$ cat config.mk
export PLATFORM = sky130hd
export DESIGN_NAME = tdsc_stats
export DESIGN_NICKNAME = d
export VERILOG_FILES = /design/src/rtl/tdsc_pkg.sv /design/src/rtl/tdsc_counter.sv /design/src/rtl/tdsc_stats.sv
export VERILOG_INCLUDE_DIRS = /design/src /design/src/rtl
export SDC_FILE = /design/constraint.sdc
export NUM_CORES = 1
export LEC_CHECK = 0
export ABC_CLOCK_PERIOD_IN_PS = 2680
export BUFFER_PORTS_ARGS = -buffer_cell sky130_fd_sc_hd__buf_2
export CAP_MARGIN = 15
export CORE_ASPECT_RATIO = 0.5
export CORE_MARGIN = 4
export CORE_UTILIZATION = 35
export CTS_BUF_LIST = sky130_fd_sc_hd__clkbuf_16
export CTS_CLUSTER_DIAMETER = 150
export DETAILED_ROUTE_END_ITERATION = 7
export GPL_ROUTABILITY_DRIVEN = 0
export PLACE_DENSITY = 0.61
export SETUP_SLACK_MARGIN = 0.02
export SLEW_MARGIN = 10
export SYNTH_ARGS = -nofsm -noshare
export SYNTH_HDL_FRONTEND = slang
export SYNTH_SLANG_ARGS = --single-unit
$ cat constraint.sdc
create_clock -name clk -period 2.68 [get_ports clk]
set_input_delay 0.268 -clock clk [delete_from_list [all_inputs] [get_ports clk]]
set_output_delay 0.268 -clock clk [all_outputs]
set_load 0.05 [all_outputs]
$ cat src/rtl/tdsc_map.svh
/*
  Register offsets, field positions, reset values and thresholds of the
  transmit deferral statistics counters.
  Assumes inclusion by bare name from the package and design files.
*/
`ifndef TDSC_MAP_SVH
`define TDSC_MAP_SVH

// Byte offsets in the host register window
`define TDSC_OFS_TX_GOOD        8'hdc
`define TDSC_OFS_DEFER_FIRST    8'he4
`define TDSC_OFS_EXCESS_DEFER   8'he8
`define TDSC_OFS_MASK           8'hec

// Counter reset values
`define TDSC_RST_32             32'h0000_0000
`define TDSC_RST_16             16'h0000

// Threshold values that raise the update event
`define TDSC_THR_32             32'hc000_0000
`define TDSC_THR_16             16'hc000

// Counter mask bit positions
`define TDSC_MSK_DEFER_FIRST    0
`define TDSC_MSK_EXCESS_DEFER   1
`define TDSC_MSK_TX_GOOD        2

`endif

$ cat src/rtl/tdsc_pkg.sv
/*
  Types shared by the transmit deferral statistics counters.
  Assumes the map header is in the include path.
*/
`include "tdsc_map.svh"

package tdsc_pkg;

    // Per-frame transmit outcome from the MAC, one-cycle pulse group
    typedef struct packed {
        logic done;         // Frame finished, outcome fields valid
        logic ok;           // Frame sent successfully
        logic deferred;     // First attempt waited for busy medium
        logic collided;     // Frame took part in a collision
        logic excess_defer; // Deferral exceeded the defer limit
    } tdsc_tx_status_t;

    // Host register access, one-cycle strobes
    typedef struct packed {
        logic        wr;
        logic        rd;
        logic [7:0]  addr;
        logic [31:0] wdata;
    } tdsc_host_req_t;

endpackage : tdsc_pkg

$ cat src/rtl/tdsc_counter.sv
/*
  One wrapping statistics counter with load, gated increment and a
  one-cycle threshold event.
  Assumes increment and load are synchronous to clk.
*/
`timescale 1ns/1ps

`include "tdsc_map.svh"

module tdsc_counter
    import tdsc_pkg::*;
#(
    parameter int          WIDTH     = 32,
    parameter logic [31:0] THRESHOLD = `TDSC_THR_32
)(
    // Clock and reset
    input  wire logic             clk,
    input  wire logic             rst,
    // Control
    input  wire logic             inc,
    input  wire logic             load,
    input  wire logic [WIDTH-1:0] load_val,
    // Status
    output logic      [WIDTH-1:0] count,
    output logic                  hit
);

    typedef struct packed {
        logic [WIDTH-1:0] cnt;
        logic             hit;
    } tdsc_cnt_state_t;

    tdsc_cnt_state_t state_reg;
    tdsc_cnt_state_t state_next;

    // Load wins, else wrap increment; event only on reaching threshold
    always_comb
    begin
        state_next     = state_reg;
        state_next.hit = 1'b0;
        if (load)
        begin
            state_next.cnt = load_val;
        end
        else if (inc)
        begin
            state_next.cnt = state_reg.cnt + 1'b1;
            state_next.hit = (state_next.cnt == THRESHOLD[WIDTH-1:0]);
        end
    end

    // State register
    always_ff @(posedge clk)
    begin
        if (rst)
            state_reg <= '0;
        else
            state_reg <= state_next;
    end

    assign count = state_reg.cnt;
    assign hit   = state_reg.hit;

endmodule : tdsc_counter

$ cat src/rtl/tdsc_stats.sv
/*
  Transmit deferral statistics counter bank: deferred first attempt,
  excessive deferral and transmitted good frames, with host access.
  Assumes a MAC on the same clock giving one status pulse per frame and
  a host port issuing one-cycle whole-word read and write strobes.
*/
`timescale 1ns/1ps

`include "tdsc_map.svh"

// Overview of operation
// - Count each frame whose first attempt waited for a busy medium, 32 bits.
// - Never count a deferred frame that also suffered a collision.
// - Deferred first attempt counter wraps to zero after all ones.
// - Deferred first attempt counter reaching 0xc0000000 raises the update event.
// - Counting needs global enable at one and the counter mask bit at zero.
// - Count each frame whose deferral exceeded the defer limit.
// - Excessive deferral counts at most once per frame.
// - Excessive deferral counter is 16 bits and wraps to zero.
// - Excessive deferral counter reaching 0xc000 raises the update event.
// - Count every frame transmitted successfully, 32 bits.
// - Good frame counter wraps to zero after 0xffffffff.
// - Good frame counter reaching 0xc0000000 raises the update event.
// - Both 32-bit counters hold zero after reset.

module tdsc_stats
    import tdsc_pkg::*;
(
    // Clock and reset
    input  wire logic            clk,
    input  wire logic            rst,
    // MAC transmit outcome
    input  wire tdsc_tx_status_t tx_status,
    // Global enable from the MAC control register
    input  wire logic            counters_global_on,
    // Host register port
    input  wire tdsc_host_req_t  host_req,
    output logic [31:0]          host_rdata,
    output logic                 host_rvalid,
    // Update event toward the interrupt status register
    output logic                 counter_threshold_event
);

    typedef struct packed {
        logic [2:0]  counter_mask;
        logic [31:0] rdata;
        logic        rvalid;
        logic        event_out;
    } tdsc_state_t;

    tdsc_state_t state_reg;
    tdsc_state_t state_next;

    logic [31:0] defer_first_cnt;
    logic [15:0] excess_defer_cnt;
    logic [31:0] tx_good_cnt;
    logic        defer_first_hit;
    logic        excess_defer_hit;
    logic        tx_good_hit;
    logic        defer_first_inc;
    logic        excess_defer_inc;
    logic        tx_good_inc;
    logic        wr_defer_first;
    logic        wr_excess_defer;
    logic        wr_tx_good;

    // Gated increments, one per finished frame
    assign defer_first_inc  = tx_status.done && tx_status.deferred && !tx_status.collided
                              && counters_global_on
                              && !state_reg.counter_mask[`TDSC_MSK_DEFER_FIRST];
    assign excess_defer_inc = tx_status.done && tx_status.excess_defer
                              && counters_global_on
                              && !state_reg.counter_mask[`TDSC_MSK_EXCESS_DEFER];
    assign tx_good_inc      = tx_status.done && tx_status.ok
                              && counters_global_on
                              && !state_reg.counter_mask[`TDSC_MSK_TX_GOOD];

    // Write decode, whole words
    assign wr_defer_first  = host_req.wr && (host_req.addr == `TDSC_OFS_DEFER_FIRST);
    assign wr_excess_defer = host_req.wr && (host_req.addr == `TDSC_OFS_EXCESS_DEFER);
    assign wr_tx_good      = host_req.wr && (host_req.addr == `TDSC_OFS_TX_GOOD);

    // Deferred first attempt counter
    tdsc_counter #(
        .WIDTH     (32),
        .THRESHOLD (`TDSC_THR_32)
    ) u_defer_first (
        .clk      (clk),
        .rst      (rst),
        .inc      (defer_first_inc),
        .load     (wr_defer_first),
        .load_val (host_req.wdata),
        .count    (defer_first_cnt),
        .hit      (defer_first_hit)
    );

    // Excessive deferral counter
    tdsc_counter #(
        .WIDTH     (16),
        .THRESHOLD ({16'h0000, `TDSC_THR_16})
    ) u_excess_defer (
        .clk      (clk),
        .rst      (rst),
        .inc      (excess_defer_inc),
        .load     (wr_excess_defer),
        .load_val (host_req.wdata[15:0]),
        .count    (excess_defer_cnt),
        .hit      (excess_defer_hit)
    );

    // Transmitted good frames counter
    tdsc_counter #(
        .WIDTH     (32),
        .THRESHOLD (`TDSC_THR_32)
    ) u_tx_good (
        .clk      (clk),
        .rst      (rst),
        .inc      (tx_good_inc),
        .load     (wr_tx_good),
        .load_val (host_req.wdata),
        .count    (tx_good_cnt),
        .hit      (tx_good_hit)
    );

    // Mask register, read mux and event output
    always_comb
    begin
        state_next           = state_reg;
        state_next.rvalid    = host_req.rd;
        state_next.event_out = defer_first_hit || excess_defer_hit || tx_good_hit;
        if (host_req.wr && host_req.addr == `TDSC_OFS_MASK)
            state_next.counter_mask = host_req.wdata[2:0];
        if (host_req.rd)
        begin
            case (host_req.addr)
                `TDSC_OFS_DEFER_FIRST:  state_next.rdata = defer_first_cnt;
                `TDSC_OFS_EXCESS_DEFER: state_next.rdata = {16'h0000, excess_defer_cnt};
                `TDSC_OFS_TX_GOOD:      state_next.rdata = tx_good_cnt;
                `TDSC_OFS_MASK:         state_next.rdata = {29'h0000_0000, state_reg.counter_mask};
                default:                state_next.rdata = 32'h0000_0000;
            endcase
        end
    end

    // State register
    always_ff @(posedge clk)
    begin
        if (rst)
            state_reg <= '0;
        else
            state_reg <= state_next;
    end

    assign host_rdata              = state_reg.rdata;
    assign host_rvalid             = state_reg.rvalid;
    assign counter_threshold_event = state_reg.event_out;

    // Checks
    defer_collide_a: assert property (@(posedge clk) disable iff (rst)
        tx_status.done && tx_status.collided && !wr_defer_first |=> $stable(defer_first_cnt))
        else $error("deferred counter moved on collided frame");
    defer_count_a: assert property (@(posedge clk) disable iff (rst)
        defer_first_inc && !wr_defer_first |=> defer_first_cnt == $past(defer_first_cnt) + 32'h1)
        else $error("deferred counter missed increment");
    gate_hold_a: assert property (@(posedge clk) disable iff (rst)
        !counters_global_on && !host_req.wr |=> $stable(tx_good_cnt) && $stable(excess_defer_cnt))
        else $error("counter moved while disabled");
    excess_wrap_a: assert property (@(posedge clk) disable iff (rst)
        excess_defer_inc && !wr_excess_defer && excess_defer_cnt == 16'hffff |=> excess_defer_cnt == 16'h0000)
        else $error("excess counter did not wrap");
    good_wrap_a: assert property (@(posedge clk) disable iff (rst)
        tx_good_inc && !wr_tx_good && tx_good_cnt == 32'hffff_ffff |=> tx_good_cnt == 32'h0)
        else $error("good counter did not wrap");
    good_event_a: assert property (@(posedge clk) disable iff (rst)
        tx_good_inc && !wr_tx_good && tx_good_cnt == 32'hbfff_ffff |=> ##1 counter_threshold_event)
        else $error("good threshold event missing");
    excess_event_a: assert property (@(posedge clk) disable iff (rst)
        excess_defer_inc && !wr_excess_defer && excess_defer_cnt == 16'hbfff |=> ##1 counter_threshold_event)
        else $error("excess threshold event missing");
    event_pulse_a: assert property (@(posedge clk) disable iff (rst)
        counter_threshold_event |-> $past(defer_first_inc || excess_defer_inc || tx_good_inc, 2))
        else $error("event without counter increment");
    write_load_a: assert property (@(posedge clk) disable iff (rst)
        wr_tx_good |=> tx_good_cnt == $past(host_req.wdata))
        else $error("write did not load counter");
    reset_zero_a: assert property (@(posedge clk)
        rst |=> defer_first_cnt == 32'h0 && tx_good_cnt == 32'h0)
        else $error("counters not zero after reset");
    reset_state_a: assert property (@(posedge clk)
        rst |=> !host_rvalid && !counter_threshold_event && excess_defer_cnt == 16'h0000 && state_reg.counter_mask == 3'h0)
        else $error("bank state not cleared by reset");

    // Deferred first attempt counter: wrap, threshold and global enable gate
    defer_wrap_a: assert property (@(posedge clk) disable iff (rst)
        defer_first_inc && !wr_defer_first && defer_first_cnt == 32'hffff_ffff |=> defer_first_cnt == 32'h0)
        else $error("deferred counter did not wrap");
    defer_event_a: assert property (@(posedge clk) disable iff (rst)
        defer_first_inc && !wr_defer_first && defer_first_cnt == 32'hbfff_ffff |=> ##1 counter_threshold_event)
        else $error("deferred threshold event missing");
    defer_gate_a: assert property (@(posedge clk) disable iff (rst)
        !counters_global_on && !wr_defer_first |=> $stable(defer_first_cnt))
        else $error("deferred counter moved while disabled");

    // Plain increments of the other two counters
    excess_count_a: assert property (@(posedge clk) disable iff (rst)
        excess_defer_inc && !wr_excess_defer |=> excess_defer_cnt == $past(excess_defer_cnt) + 16'h1)
        else $error("excess counter missed increment");
    good_count_a: assert property (@(posedge clk) disable iff (rst)
        tx_good_inc && !wr_tx_good |=> tx_good_cnt == $past(tx_good_cnt) + 32'h1)
        else $error("good counter missed increment");

    // Mask bits freeze their counter
    defer_mask_a: assert property (@(posedge clk) disable iff (rst)
        state_reg.counter_mask[`TDSC_MSK_DEFER_FIRST] && !wr_defer_first |=> $stable(defer_first_cnt))
        else $error("masked deferred counter moved");
    excess_mask_a: assert property (@(posedge clk) disable iff (rst)
        state_reg.counter_mask[`TDSC_MSK_EXCESS_DEFER] && !wr_excess_defer |=> $stable(excess_defer_cnt))
        else $error("masked excess counter moved");
    good_mask_a: assert property (@(posedge clk) disable iff (rst)
        state_reg.counter_mask[`TDSC_MSK_TX_GOOD] && !wr_tx_good |=> $stable(tx_good_cnt))
        else $error("masked good counter moved");
    mask_write_a: assert property (@(posedge clk) disable iff (rst)
        host_req.wr && host_req.addr == `TDSC_OFS_MASK |=> state_reg.counter_mask == $past(host_req.wdata[2:0]))
        else $error("mask write not taken");

    // Software loads, never raising the event
    defer_load_a: assert property (@(posedge clk) disable iff (rst)
        wr_defer_first |=> defer_first_cnt == $past(host_req.wdata))
        else $error("write did not load deferred counter");
    excess_load_a: assert property (@(posedge clk) disable iff (rst)
        wr_excess_defer |=> excess_defer_cnt == $past(host_req.wdata[15:0]))
        else $error("write did not load excess counter");
    load_quiet_a: assert property (@(posedge clk) disable iff (rst)
        wr_tx_good |=> !tx_good_hit)
        else $error("write raised threshold hit");
    hit_exact_a: assert property (@(posedge clk) disable iff (rst)
        tx_good_inc && !wr_tx_good && tx_good_cnt != 32'hbfff_ffff |=> !tx_good_hit)
        else $error("hit away from threshold");

    // Read path: one-cycle valid, whole words
    read_follow_a: assert property (@(posedge clk) disable iff (rst)
        host_req.rd |=> host_rvalid)
        else $error("read valid missing");
    read_idle_a: assert property (@(posedge clk) disable iff (rst)
        !host_req.rd |=> !host_rvalid)
        else $error("read valid without read");
    read_defer_a: assert property (@(posedge clk) disable iff (rst)
        host_req.rd && host_req.addr == `TDSC_OFS_DEFER_FIRST |=> host_rdata == $past(defer_first_cnt))
        else $error("deferred read data wrong");
    read_excess_a: assert property (@(posedge clk) disable iff (rst)
        host_req.rd && host_req.addr == `TDSC_OFS_EXCESS_DEFER |=> host_rdata == {16'h0000, $past(excess_defer_cnt)})
        else $error("excess read data wrong");
    read_good_a: assert property (@(posedge clk) disable iff (rst)
        host_req.rd && host_req.addr == `TDSC_OFS_TX_GOOD |=> host_rdata == $past(tx_good_cnt))
        else $error("good read data wrong");
    read_unmapped_a: assert property (@(posedge clk) disable iff (rst)
        host_req.rd && !(host_req.addr inside {`TDSC_OFS_DEFER_FIRST, `TDSC_OFS_EXCESS_DEFER,
                                               `TDSC_OFS_TX_GOOD, `TDSC_OFS_MASK}) |=> host_rdata == 32'h0)
        else $error("unmapped read not zero");

    good_seen_c:   cover property (@(posedge clk) disable iff (rst) tx_good_inc);
    defer_seen_c:  cover property (@(posedge clk) disable iff (rst) defer_first_inc);
    event_seen_c:  cover property (@(posedge clk) disable iff (rst) counter_threshold_event);
    wrap_seen_c:   cover property (@(posedge clk) disable iff (rst) tx_good_inc && tx_good_cnt == 32'hffff_ffff);
    masked_seen_c: cover property (@(posedge clk) disable iff (rst)
        tx_status.done && tx_status.ok && counters_global_on && state_reg.counter_mask[`TDSC_MSK_TX_GOOD]);

endmodule : tdsc_stats

==> out/qor.txt, run 1 <==
Synth Area in Compound Gates: 18.9%
largest family of logic cells by synthesized area: simple AND/OR/NAND/NOR gates
Crit path required time: 3.00 ns
total grt overflow: 0
Peak Freq: 408 MHz
DIE WIDTH: 217 um
largest net degree at the start of global routing: 65
DRC: 3
post-CTS setup buffers: 0
reg2reg start: u_defer_first.count[2]
CP Class: reg2reg
Slew @ Worst Pin: 0.798 ns
Buffers on Ports: 83
Netlist Area Pre-Place: 0.00767 mm2
ANT nets after route: 0
WHS Path Cells: 3
total number of vias: 7734
Post-synth top cells: nor2_1, dfxtp_1, clkbuf_1
leading cell types by total area after synthesis: dfxtp_1, nor2_1, a211oi_1
number of buffers created by CTS: 17
total detailed-routing wirelength: 26.2 mm
TNS Setup: 0 ns
worst r2r dst: u_defer_first.hit
Max VDD drop: 0.356 mV
CTS clock-pin slew for the worst setup and hold paths: 0.06 ns
Core Util, Final: 41.6%
DRT Pass-1 Iters: 8
die area: 0.0245 mm2
post-synthesis simple-gate area fraction: 26.9%
Post-Synth Adder-Cell Area: 0.979%
vias in the first global route: 7104
slew margin rel.: 46.8%
Yosys top cell area share: 31.3%
dominant cell type by area after synthesis: dfxtp_1
Initial Utilization: 36.5%
crit share post-route: 91.5%
Fin Clk Skew: 0.0113 ns
Synth cell types: 54
Hold Slack: 0.158 ns
Register-to-Register Setup Slack: 0.23 ns
initial DRC count: 980
RSZ-0062 raised after global routing: no
Max-Cap Viols: 0
hold path start: host_req[25]
Root Buffer: clkbuf_16
Post-Place Cells: 1278
vias per cell: 5.91
status: complete, but fails checks
Clock Latency Late Sink: 0.42 ns
CTS Sinks: 120
Rows: 37
Post-Layout Cell Count: 1309
CP Launch Type: flop
Syn Nets: 1041
EDFF count, synth: 0
critical path peak fanout: 9
post-synthesis mux area share: 1.91%
Static Leakage: 0.00301 uW
Tightest Hold Check Type: in2reg
Hold Fails Final Rpt: 0
initial antenna violation count: 0
Post-synth ARST share: 0%
core area: 0.0210 mm2
failing checks: DRC
Synth-to-Final Area Change: 14.0%
endpoint type of the worst setup path: flop
DR WL/cell: 20.1 um
global-route wire length before repair: 40.9 mm
total global routing track utilization: 21.2%
Max Buffers Root-to-Sink: 2
share of layout cells above drive strength 1: 18.0%
Yosys warnings: 0
final setup violating endpoints: 0
antenna fix cells: 0
r2r worst-path depth: 6
Pwr per Cell Area: 476 mW/mm2
register area share after synthesis: 31.3%
Synth Flop Type: dfxtp_1
cells after synthesis: 985
number of synthesized register bits: 120
max-slew violation count: 0
Mean Syn Cell Area: 7.79 um2
Layout Nets: 1061
CP Data Arrival Time: 2.78 ns
dpl hpwl: 19.4 mm
I/O pins: 84
CTS tree: done
H-tree Lvls: 4
most frequent cell after synthesis: nor2_1
Worst Hold Path EP: u_tx_good.count[25]
chip height: 113 um
Synth Area in XOR/XNOR: 11.0%
min cycle time layout: 2.45 ns
==> report_power, final <==
group	internal, uW	leakage [uW]	total, uW	switching, uW
registers	1800	0.000970	1820	15.8
logic	76.9	0.00177	260	184
clock network	1240	0.000266	2080	842
total	3120	0.00301	4160	1040
==> worst max path at each step <==
stage | startpoint | endpoint | slack [ns] | depth (start not counted)
final | u_defer_first.count[2] | u_defer_first.hit | 0.23 | 6
after detailed placement | tx_status[4] | u_defer_first.count[29] | 0.22 | 8
after CTS | u_defer_first.count[2] | u_defer_first.hit | 0.23 | 6
after global placement | tx_status[4] | u_defer_first.count[21] | 0.28 | 8
after floorplan | u_defer_first.count[0] | u_defer_first.count[30] | 0.32 | 7
after global routing | u_defer_first.count[2] | u_defer_first.hit | 0.06 | 6
==> worst max-delay path, stage by stage, from the launching register on <==
cell and delay [ns]:
dfxtp_1 0.50, nand4_1 0.22, or4_1 0.74, nor4_2 0.39
xor2_1 0.18, o2111ai_1 0.13, nor4_1 0.19
==> repair_timing <==
action / CTS / global route
setup endpoints to repair: 0 / 2
gates resized for setup: 0 / 1
hold buffers: 0 / 0
==> through the flow <==
step	power [uW]	setup slack, ns	cell area (um2)
floorplan	2000	0.319	7670
global placement	2110	0.277	8210
detailed placement	2120	0.216	8210
CTS	4190	0.233	8730
global route	4300	0.0597	8740
finish	4160	0.227	8740
==> kinds of logic (layout without fill, tap and decap cells) <==
logic type,after synthesis,count (layout)
AO/OA/AOI/OAI,185,185
XOR/XNOR,96,96
adder cells (fa/ha/maj),6,6
buffers and inverters,146,178
flip-flops,120,120
multiplexers,14,14
AND/OR/NAND/NOR,418,418
==> layer usage <==
| metal | GRT usage (%) | part of all wire (%) |
|---|---|---|
| met1 | 31.0 | 46 |
| met5 | 0 | 0 |
| met3 | 4.19 | 9.2 |
| met4 | 6.48 | 2.4 |
| met2 | 31.4 | 43 |
==> cell usage in the layout, fill, tap and decap left out, types with 6 or more instances in the layout <==
cell type  count
dfxtp_1      120
a211oi_1      67
and4_1         8
inv_1         16
nand4_1       31
a311oi_1      16
nor3_1        47
a2bb2oi_1     16
a31oi_1        6
nor2_1       153
nand3_1       37
or3_1         18
xor2_1        41
xnor2_1       55
buf_4         53
ha_1           6
clkbuf_16     17
nand2_1       57
and3_1        11
a221oi_1      16
buf_2         82
and2_1        12
o21ai_0       19
mux2i_1        9
a222oi_1      16
nor4_1        11
or4_1          6
==> final cells by class <==
class,instances,area [um2]
repair buffers,135,808
clock buffers,17,425
well taps,292,365
flip-flops and latches,120,2400
clock inverters,14,96.3
fillers,2128,12300
inverters,12,45.0
multi-input cells,719,4600
(Power assumes the default switching activity.)
==> run 2, diff against run 1 <==
--- a/config.mk
+++ b/config.mk
@@ -12,7 +12,7 @@
 export CORE_ASPECT_RATIO = 0.5
 export CORE_MARGIN = 4
 export CORE_UTILIZATION = 35
-export CTS_BUF_LIST = sky130_fd_sc_hd__clkbuf_16
+export CTS_BUF_LIST = sky130_fd_sc_hd__clkbuf_4
 export CTS_CLUSTER_DIAMETER = 150
 export DETAILED_ROUTE_END_ITERATION = 7
 export GPL_ROUTABILITY_DRIVEN = 0
==> run 2 against run 1 <==
Compared with the run above: the flow now finishes without violations; clock-buffer cell count grew 4; utilization shrank 0.92 points; non-clock buffer count grew 9; flip-flop and latch count is the same; clock power shrank 42%; die area is the same; maximum frequency shrank 0.24%; highest routed layer unchanged.
==> out/qor.txt, run 2 (same netlist as run 1, synthesis figures left out) <==
status: finished clean
Hold Slack: 0.0441 ns (-0.114 ns)
final setup violating endpoints: 0 (unchanged)
most frequent cells in the layout: nor2_1, dfxtp_1, buf_2
Pwr per Cell Area: 385 mW/mm2 (-19%)
chip height: 113 um (unchanged)
H-tree Lvls: 4 (unchanged)
Max VDD drop: 0.232 mV (-35%)
global-route wire length before repair: 40.7 mm (-0.71%)
DRC: 0 (-3)
Crit path required time: 3.13 ns (+0.13 ns)
combinational share of power: 8.2% (+1.9 points)
min cycle time layout: 2.46 ns (+0.00595 ns)
Worst path slowest cell: or4b_4
Initial Utilization: 36.5% (unchanged)
total number of vias: 7702 (-0.41%)
Rows: 37 (unchanged)
Hold Fails Final Rpt: 0 (unchanged)
Fill cells: 2156 (+1.3%)
Peak Freq: 407 MHz (-0.24%)
die area: 0.0245 mm2 (unchanged)
DR WL/cell: 19.8 um (-1.3%)
initial DRC count: 1000 (+2.0%)
post-CTS setup buffers: 0 (unchanged)
RSZ-0062 raised after global routing: no
ANT nets after route: 0 (unchanged)
largest net degree at the start of global routing: 65 (unchanged)
total detailed-routing wirelength: 26.1 mm (-0.58%)
CP max stage delay: 0.60 ns (-0.14 ns)
Worst path most repeated cell: or3_1
share of layout cells above drive strength 1: 18.2% (+0.23 points)
core area: 0.0210 mm2 (unchanged)
Switch Pwr: 922 uW (-12%)
endpoint type of the worst setup path: flop
CP Data Arrival Time: 2.91 ns (+0.13 ns)
Core Util, Final: 40.7% (-0.92 points)
DRT Pass-1 Iters: 6 (-2)
Clock Latency Late Sink: 0.54 ns (+0.12 ns)
design area: 0.00855 mm2 (-2.2%)
total global routing track utilization: 21.0% (-0.17 points)
Root Buffer: clkbuf_4
switching portion of total power: 28.0% (+3.0 points)
Max Buffers Root-to-Sink: 2 (unchanged)
total grt overflow: 0 (unchanged)
Buf/Inv on CP: 0 (unchanged)
Final Worst Setup Slack: 0.221 ns (-0.00595 ns)
TNS Setup: 0 ns (unchanged)
max-slew violation count: 0 (unchanged)
initial antenna violation count: 0 (unchanged)
Buffers on Ports: 83 (unchanged)
Slew @ Worst Pin: 0.804 ns (+0.00600 ns)
critical path peak fanout: 7 (-2)
vias in the first global route: 7114 (+0.14%)
P_int: 2370 uW (-24%)
Static Leakage: 0.00291 uW (-3.2%)
CTS clock-pin slew for the worst setup and hold paths: 0.11 ns (+0.05 ns)
CTS Sinks: 120 (unchanged)
DIE WIDTH: 217 um (unchanged)
I/O pins: 84 (unchanged)
Reg power frac: 55.2% (+12 points)
antenna fix cells: 0 (unchanged)
clock network fraction of total power: 36.6% (-13 points)
vias per cell: 5.84 (-1.1%)
Max-Cap Viols: 0 (unchanged)
Synth-to-Final Area Change: 11.5%
Top delay family on crit path: simple AND/OR/NAND/NOR gates
CP Class: reg2reg
critical-path cell list: nand4_2 -> or3_1 -> or4b_4 -> or3_1 -> a311oi_1
number of buffers created by CTS: 17 (unchanged)
CP Launch Type: flop
CTS tree: done
Placement Setup Slack: 0.216 ns (unchanged)
Tightest Hold Check Type: in2reg
crit share post-route: 91.8% (+0.22 points)
slew margin rel.: 46.4% (-0.46 points)
Fin Clk Skew: 0.0209 ns (+0.00965 ns)
commonest non-fill, non-tap cell in the layout: nor2_1
Layout Nets: 1070 (+0.85%)
dpl hpwl: 19.4 mm (unchanged)
DP Area: 0.00821 mm2 (unchanged)
## run 2: cell count changes in the layout (fill, tap and decap cells not counted), sizes merged
cell,before,now
dlygate4sd3,0,9
clkbuf,17,21
inv,16,12
## run 2: final timing paths
check	start	end	slack, ns	depth (start not counted)
worst min register to register	host_rdata[18]	host_rdata[18]	0.49	2
worst min-delay path	host_req[4]	u_tx_good.count[4]	0.04	3
worst max register to register	u_defer_first.count[17]	u_defer_first.count[30]	0.22	5
worst max-delay path	u_defer_first.count[17]	u_defer_first.count[30]	0.22	5
## run 2: layer usage
layer,vias to the layer above,track usage (%),part of all wire [%]
li1,3602,-,-
met1,3715,30.8,47
met2,338,30.9,42
met3,47,4.27,8.0
met4,0,6.48,2.8
met5,-,0,0
## run 2: through the flow
stage	total power (uW)	cells
after floorplan	2000	985
final	3290	1318
after global placement	2110	1278
after CTS	3310	1317
after global routing	3430	1318
after detailed placement	2120	1278
## run 2: final cells by class
type                            count  area (um2)  area share, %
Timing Repair Buffer              144         898           10.5
Clock buffer                       21         158           1.84
Sequential cell                   120        2400           28.1
Clock inverter                     10        81.3          0.951
Inverter                           12        45.0          0.527
Multi-Input combinational cell    719        4600           53.8
Tap cell                          292         365           4.27
## run 2: timing repair
item	CTS	global route
endpoints found under the hold margin	9	1
hold buffers	8	1
endpoints found under the setup margin	0	2
gates resized for setup	0	1
## run 2: power by group through the flow
stage / Sequential [uW] / Combinational [uW] / Clock (uW)
2_1_floorplan: 1850 / 149 / 0
3_3_place_gp: 1860 / 258 / 0
3_5_place_dp: 1860 / 259 / 0
4_1_cts: 1820 / 269 / 1230
5_1_grt: 1820 / 289 / 1320
6_report: 1820 / 271 / 1200
## run 2: worst reg2reg max path, cell delays in order (launching register included)
cell	delay, ns
dfxtp_1	0.51
nand4_2	0.15
or3_1	0.48
or4b_4	0.60
or3_1	0.36
a311oi_1	0.27
==> run 3, diff against run 2 <==
--- a/config.mk
+++ b/config.mk
@@ -17,6 +17,7 @@
 export DETAILED_ROUTE_END_ITERATION = 7
 export GPL_ROUTABILITY_DRIVEN = 0
 export PLACE_DENSITY = 0.61
+export RECOVER_POWER = 25
 export SETUP_SLACK_MARGIN = 0.02
 export SLEW_MARGIN = 10
 export SYNTH_ARGS = -nofsm -noshare
==> run 3 against run 2 <==
Compared with the run above: largest power group unchanged; routed wire length down 0.29%; clock-buffer cell count unchanged; sequential power barely moved; combinational power down 1%; cell area down 0.53%; the flow now finishes with violations (DRC).
==> out/qor.txt, run 3 (same netlist as run 1, synthesis figures left out) <==
Fill cells: 2167 (+0.51%)
Reg power frac: 55.3% (about the same)
combinational share of power: 8.1% (about the same)
Synth-to-Final Area Change: 10.9%
Buf/Inv on CP: 1 (+1)
status: complete, but fails checks
Slew @ Worst Pin: 1.38 ns (+0.573 ns)
CP Data Arrival Time: 2.94 ns (+0.03 ns)
Tightest Hold Check Type: in2reg
DRT Pass-1 Iters: 8 (+2)
Layout Nets: 1070 (unchanged)
switching portion of total power: 27.9% (-0.065 points)
Clock Latency Late Sink: 0.54 ns (about the same)
Switch Pwr: 917 uW (-0.51%)
ANT nets after route: 0 (unchanged)
critical-path cell list: nand4_1 -> or4_1 -> nor4_1 -> buf_4 -> xnor2_1 -> a211oi_1
Top delay family on crit path: simple AND/OR/NAND/NOR gates
vias in the first global route: 7114 (unchanged)
clock network fraction of total power: 36.5% (about the same)
slew margin rel.: 8.23% (-38 points)
Peak Freq: 403 MHz (-0.90%)
initial antenna violation count: 0 (unchanged)
total grt overflow: 0 (unchanged)
CTS tree: done
Rows: 37 (unchanged)
Hold Fails Final Rpt: 0 (unchanged)
Max-Cap Viols: 0 (unchanged)
Initial Utilization: 36.5% (unchanged)
total detailed-routing wirelength: 26.0 mm (-0.29%)
Pwr per Cell Area: 386 mW/mm2 (+0.25%)
final setup violating endpoints: 0 (unchanged)
CTS Sinks: 120 (unchanged)
Buffers on Ports: 83 (unchanged)
Critical Path Source: u_defer_first.count[2]
RSZ-0062 raised after global routing: no
H-tree Lvls: 4 (unchanged)
reg2reg start: u_defer_first.count[2]
total global routing track utilization: 21.0% (unchanged)
dpl hpwl: 19.4 mm (unchanged)
share of layout cells above drive strength 1: 16.1% (-2.1 points)
vias per cell: 5.85 (about the same)
crit share post-route: 92.6% (+0.83 points)
chip height: 113 um (unchanged)
die area: 0.0245 mm2 (unchanged)
post-CTS setup buffers: 0 (unchanged)
min cycle time layout: 2.48 ns (+0.0223 ns)
largest net degree at the start of global routing: 65 (unchanged)
total number of vias: 7707 (+0.065%)
TNS Setup: 0 ns (unchanged)
initial DRC count: 970 (-3.0%)
commonest non-fill, non-tap cell in the layout: nor2_1
Worst path slowest cell: or4_1
Static Leakage: 0.00282 uW (-3.0%)
DIE WIDTH: 217 um (unchanged)
Max VDD drop: 0.232 mV (-0.41%)
I/O pins: 84 (unchanged)
antenna fix cells: 0 (unchanged)
endpoint type of the worst setup path: flop
core area: 0.0210 mm2 (unchanged)
critical path peak fanout: 9 (+2)
DRC: 12 (+12)
global-route wire length before repair: 40.7 mm (unchanged)
CTS clock-pin slew for the worst setup and hold paths: 0.11 ns (about the same)
Crit path required time: 3.14 ns (about the same)
failing checks: DRC
Fin Clk Skew: 0.0202 ns (-0.000725 ns)
Root Buffer: clkbuf_4
CP Launch Type: flop
number of buffers created by CTS: 17 (unchanged)
P_int: 2370 uW (-0.18%)
DR WL/cell: 19.7 um (-0.29%)
hold path start: host_req[4]
CP Class: reg2reg
max-slew violation count: 0 (unchanged)
Total Power: 3280 uW (-0.27%)
Max Buffers Root-to-Sink: 2 (unchanged)
most frequent cells in the layout: nor2_1, dfxtp_1, a211oi_1, buf_2, nand2_1
CP max stage delay: 0.75 ns (+0.15 ns)
-- run 3: worst paths after layout --
kind,depth (start not counted),end,slack (ns)
worst max-delay path,6,u_defer_first.count[25],0.20
worst min register to register,2,host_rdata[16],0.49
worst min-delay path,3,u_tx_good.count[4],0.04
worst max register to register,6,u_defer_first.count[25],0.20
-- run 3: area by class of cell --
class | count | area (um2) | area share, %
Multi-Input combinational cell | 719 | 4600 | 54.1
Sequential cell | 120 | 2400 | 28.3
Timing Repair Buffer | 144 | 853 | 10.0
Tap cell | 292 | 365 | 4.30
Clock buffer | 21 | 158 | 1.85
Clock inverter | 10 | 81.3 | 0.956
Inverter | 12 | 45.0 | 0.530
-- run 3: per-layer routing --
layer | wire length, um | global-route usage [%] | vias up | share of wire [%]
met3 | 2250 | 4.27 | 47 | 8.6
met1 | 12100 | 30.8 | 3686 | 46
li1 | - | - | 3603 | -
met5 | 0 | 0 | - | 0
met2 | 11000 | 30.9 | 371 | 42
met4 | 733 | 6.48 | 0 | 2.8
-- run 3: what timing repair did --
action | CTS | global route
gates resized for setup | 0 | 1
setup endpoints to repair | 0 | 2
endpoints found under the hold margin | 9 | 1
hold buffers | 8 | 1
-- run 3: per-stage QoR --
stage	utilization (%)	setup WS [ns]	std cells	hold WS (ns)	cell area [um2]
3_3_place_gp	39.1	0.277	1278	0.468	8210
2_1_floorplan	-	0.319	985	0.415	7670
4_1_cts	40.6	0.241	1317	0.00374	8530
5_1_grt	40.5	0.0467	1318	0.00309	8500
6_report	40.5	0.198	1318	0.0439	8500
3_5_place_dp	39.1	0.216	1278	0.475	8210
-- run 3: power by group through the flow --
stage               logic (uW)  clock network (uW)  registers [uW]
floorplan                  149                   0            1850
global placement           258                   0            1860
detailed placement         259                   0            1860
CTS                        269                1230            1820
global route               284                1320            1820
finish                     267                1200            1820
-- run 3: worst register-to-register path, delay by kind of cell (launching register included) --
| kind | cells | cell delay, ns |
|---|---|---|
| flops | 1 | 0.55 |
| buf+inv | 1 | 0.19 |
| compound gates | 1 | 0.22 |
| xor+xnor | 1 | 0.06 |
| simple gates | 3 | 1.38 |
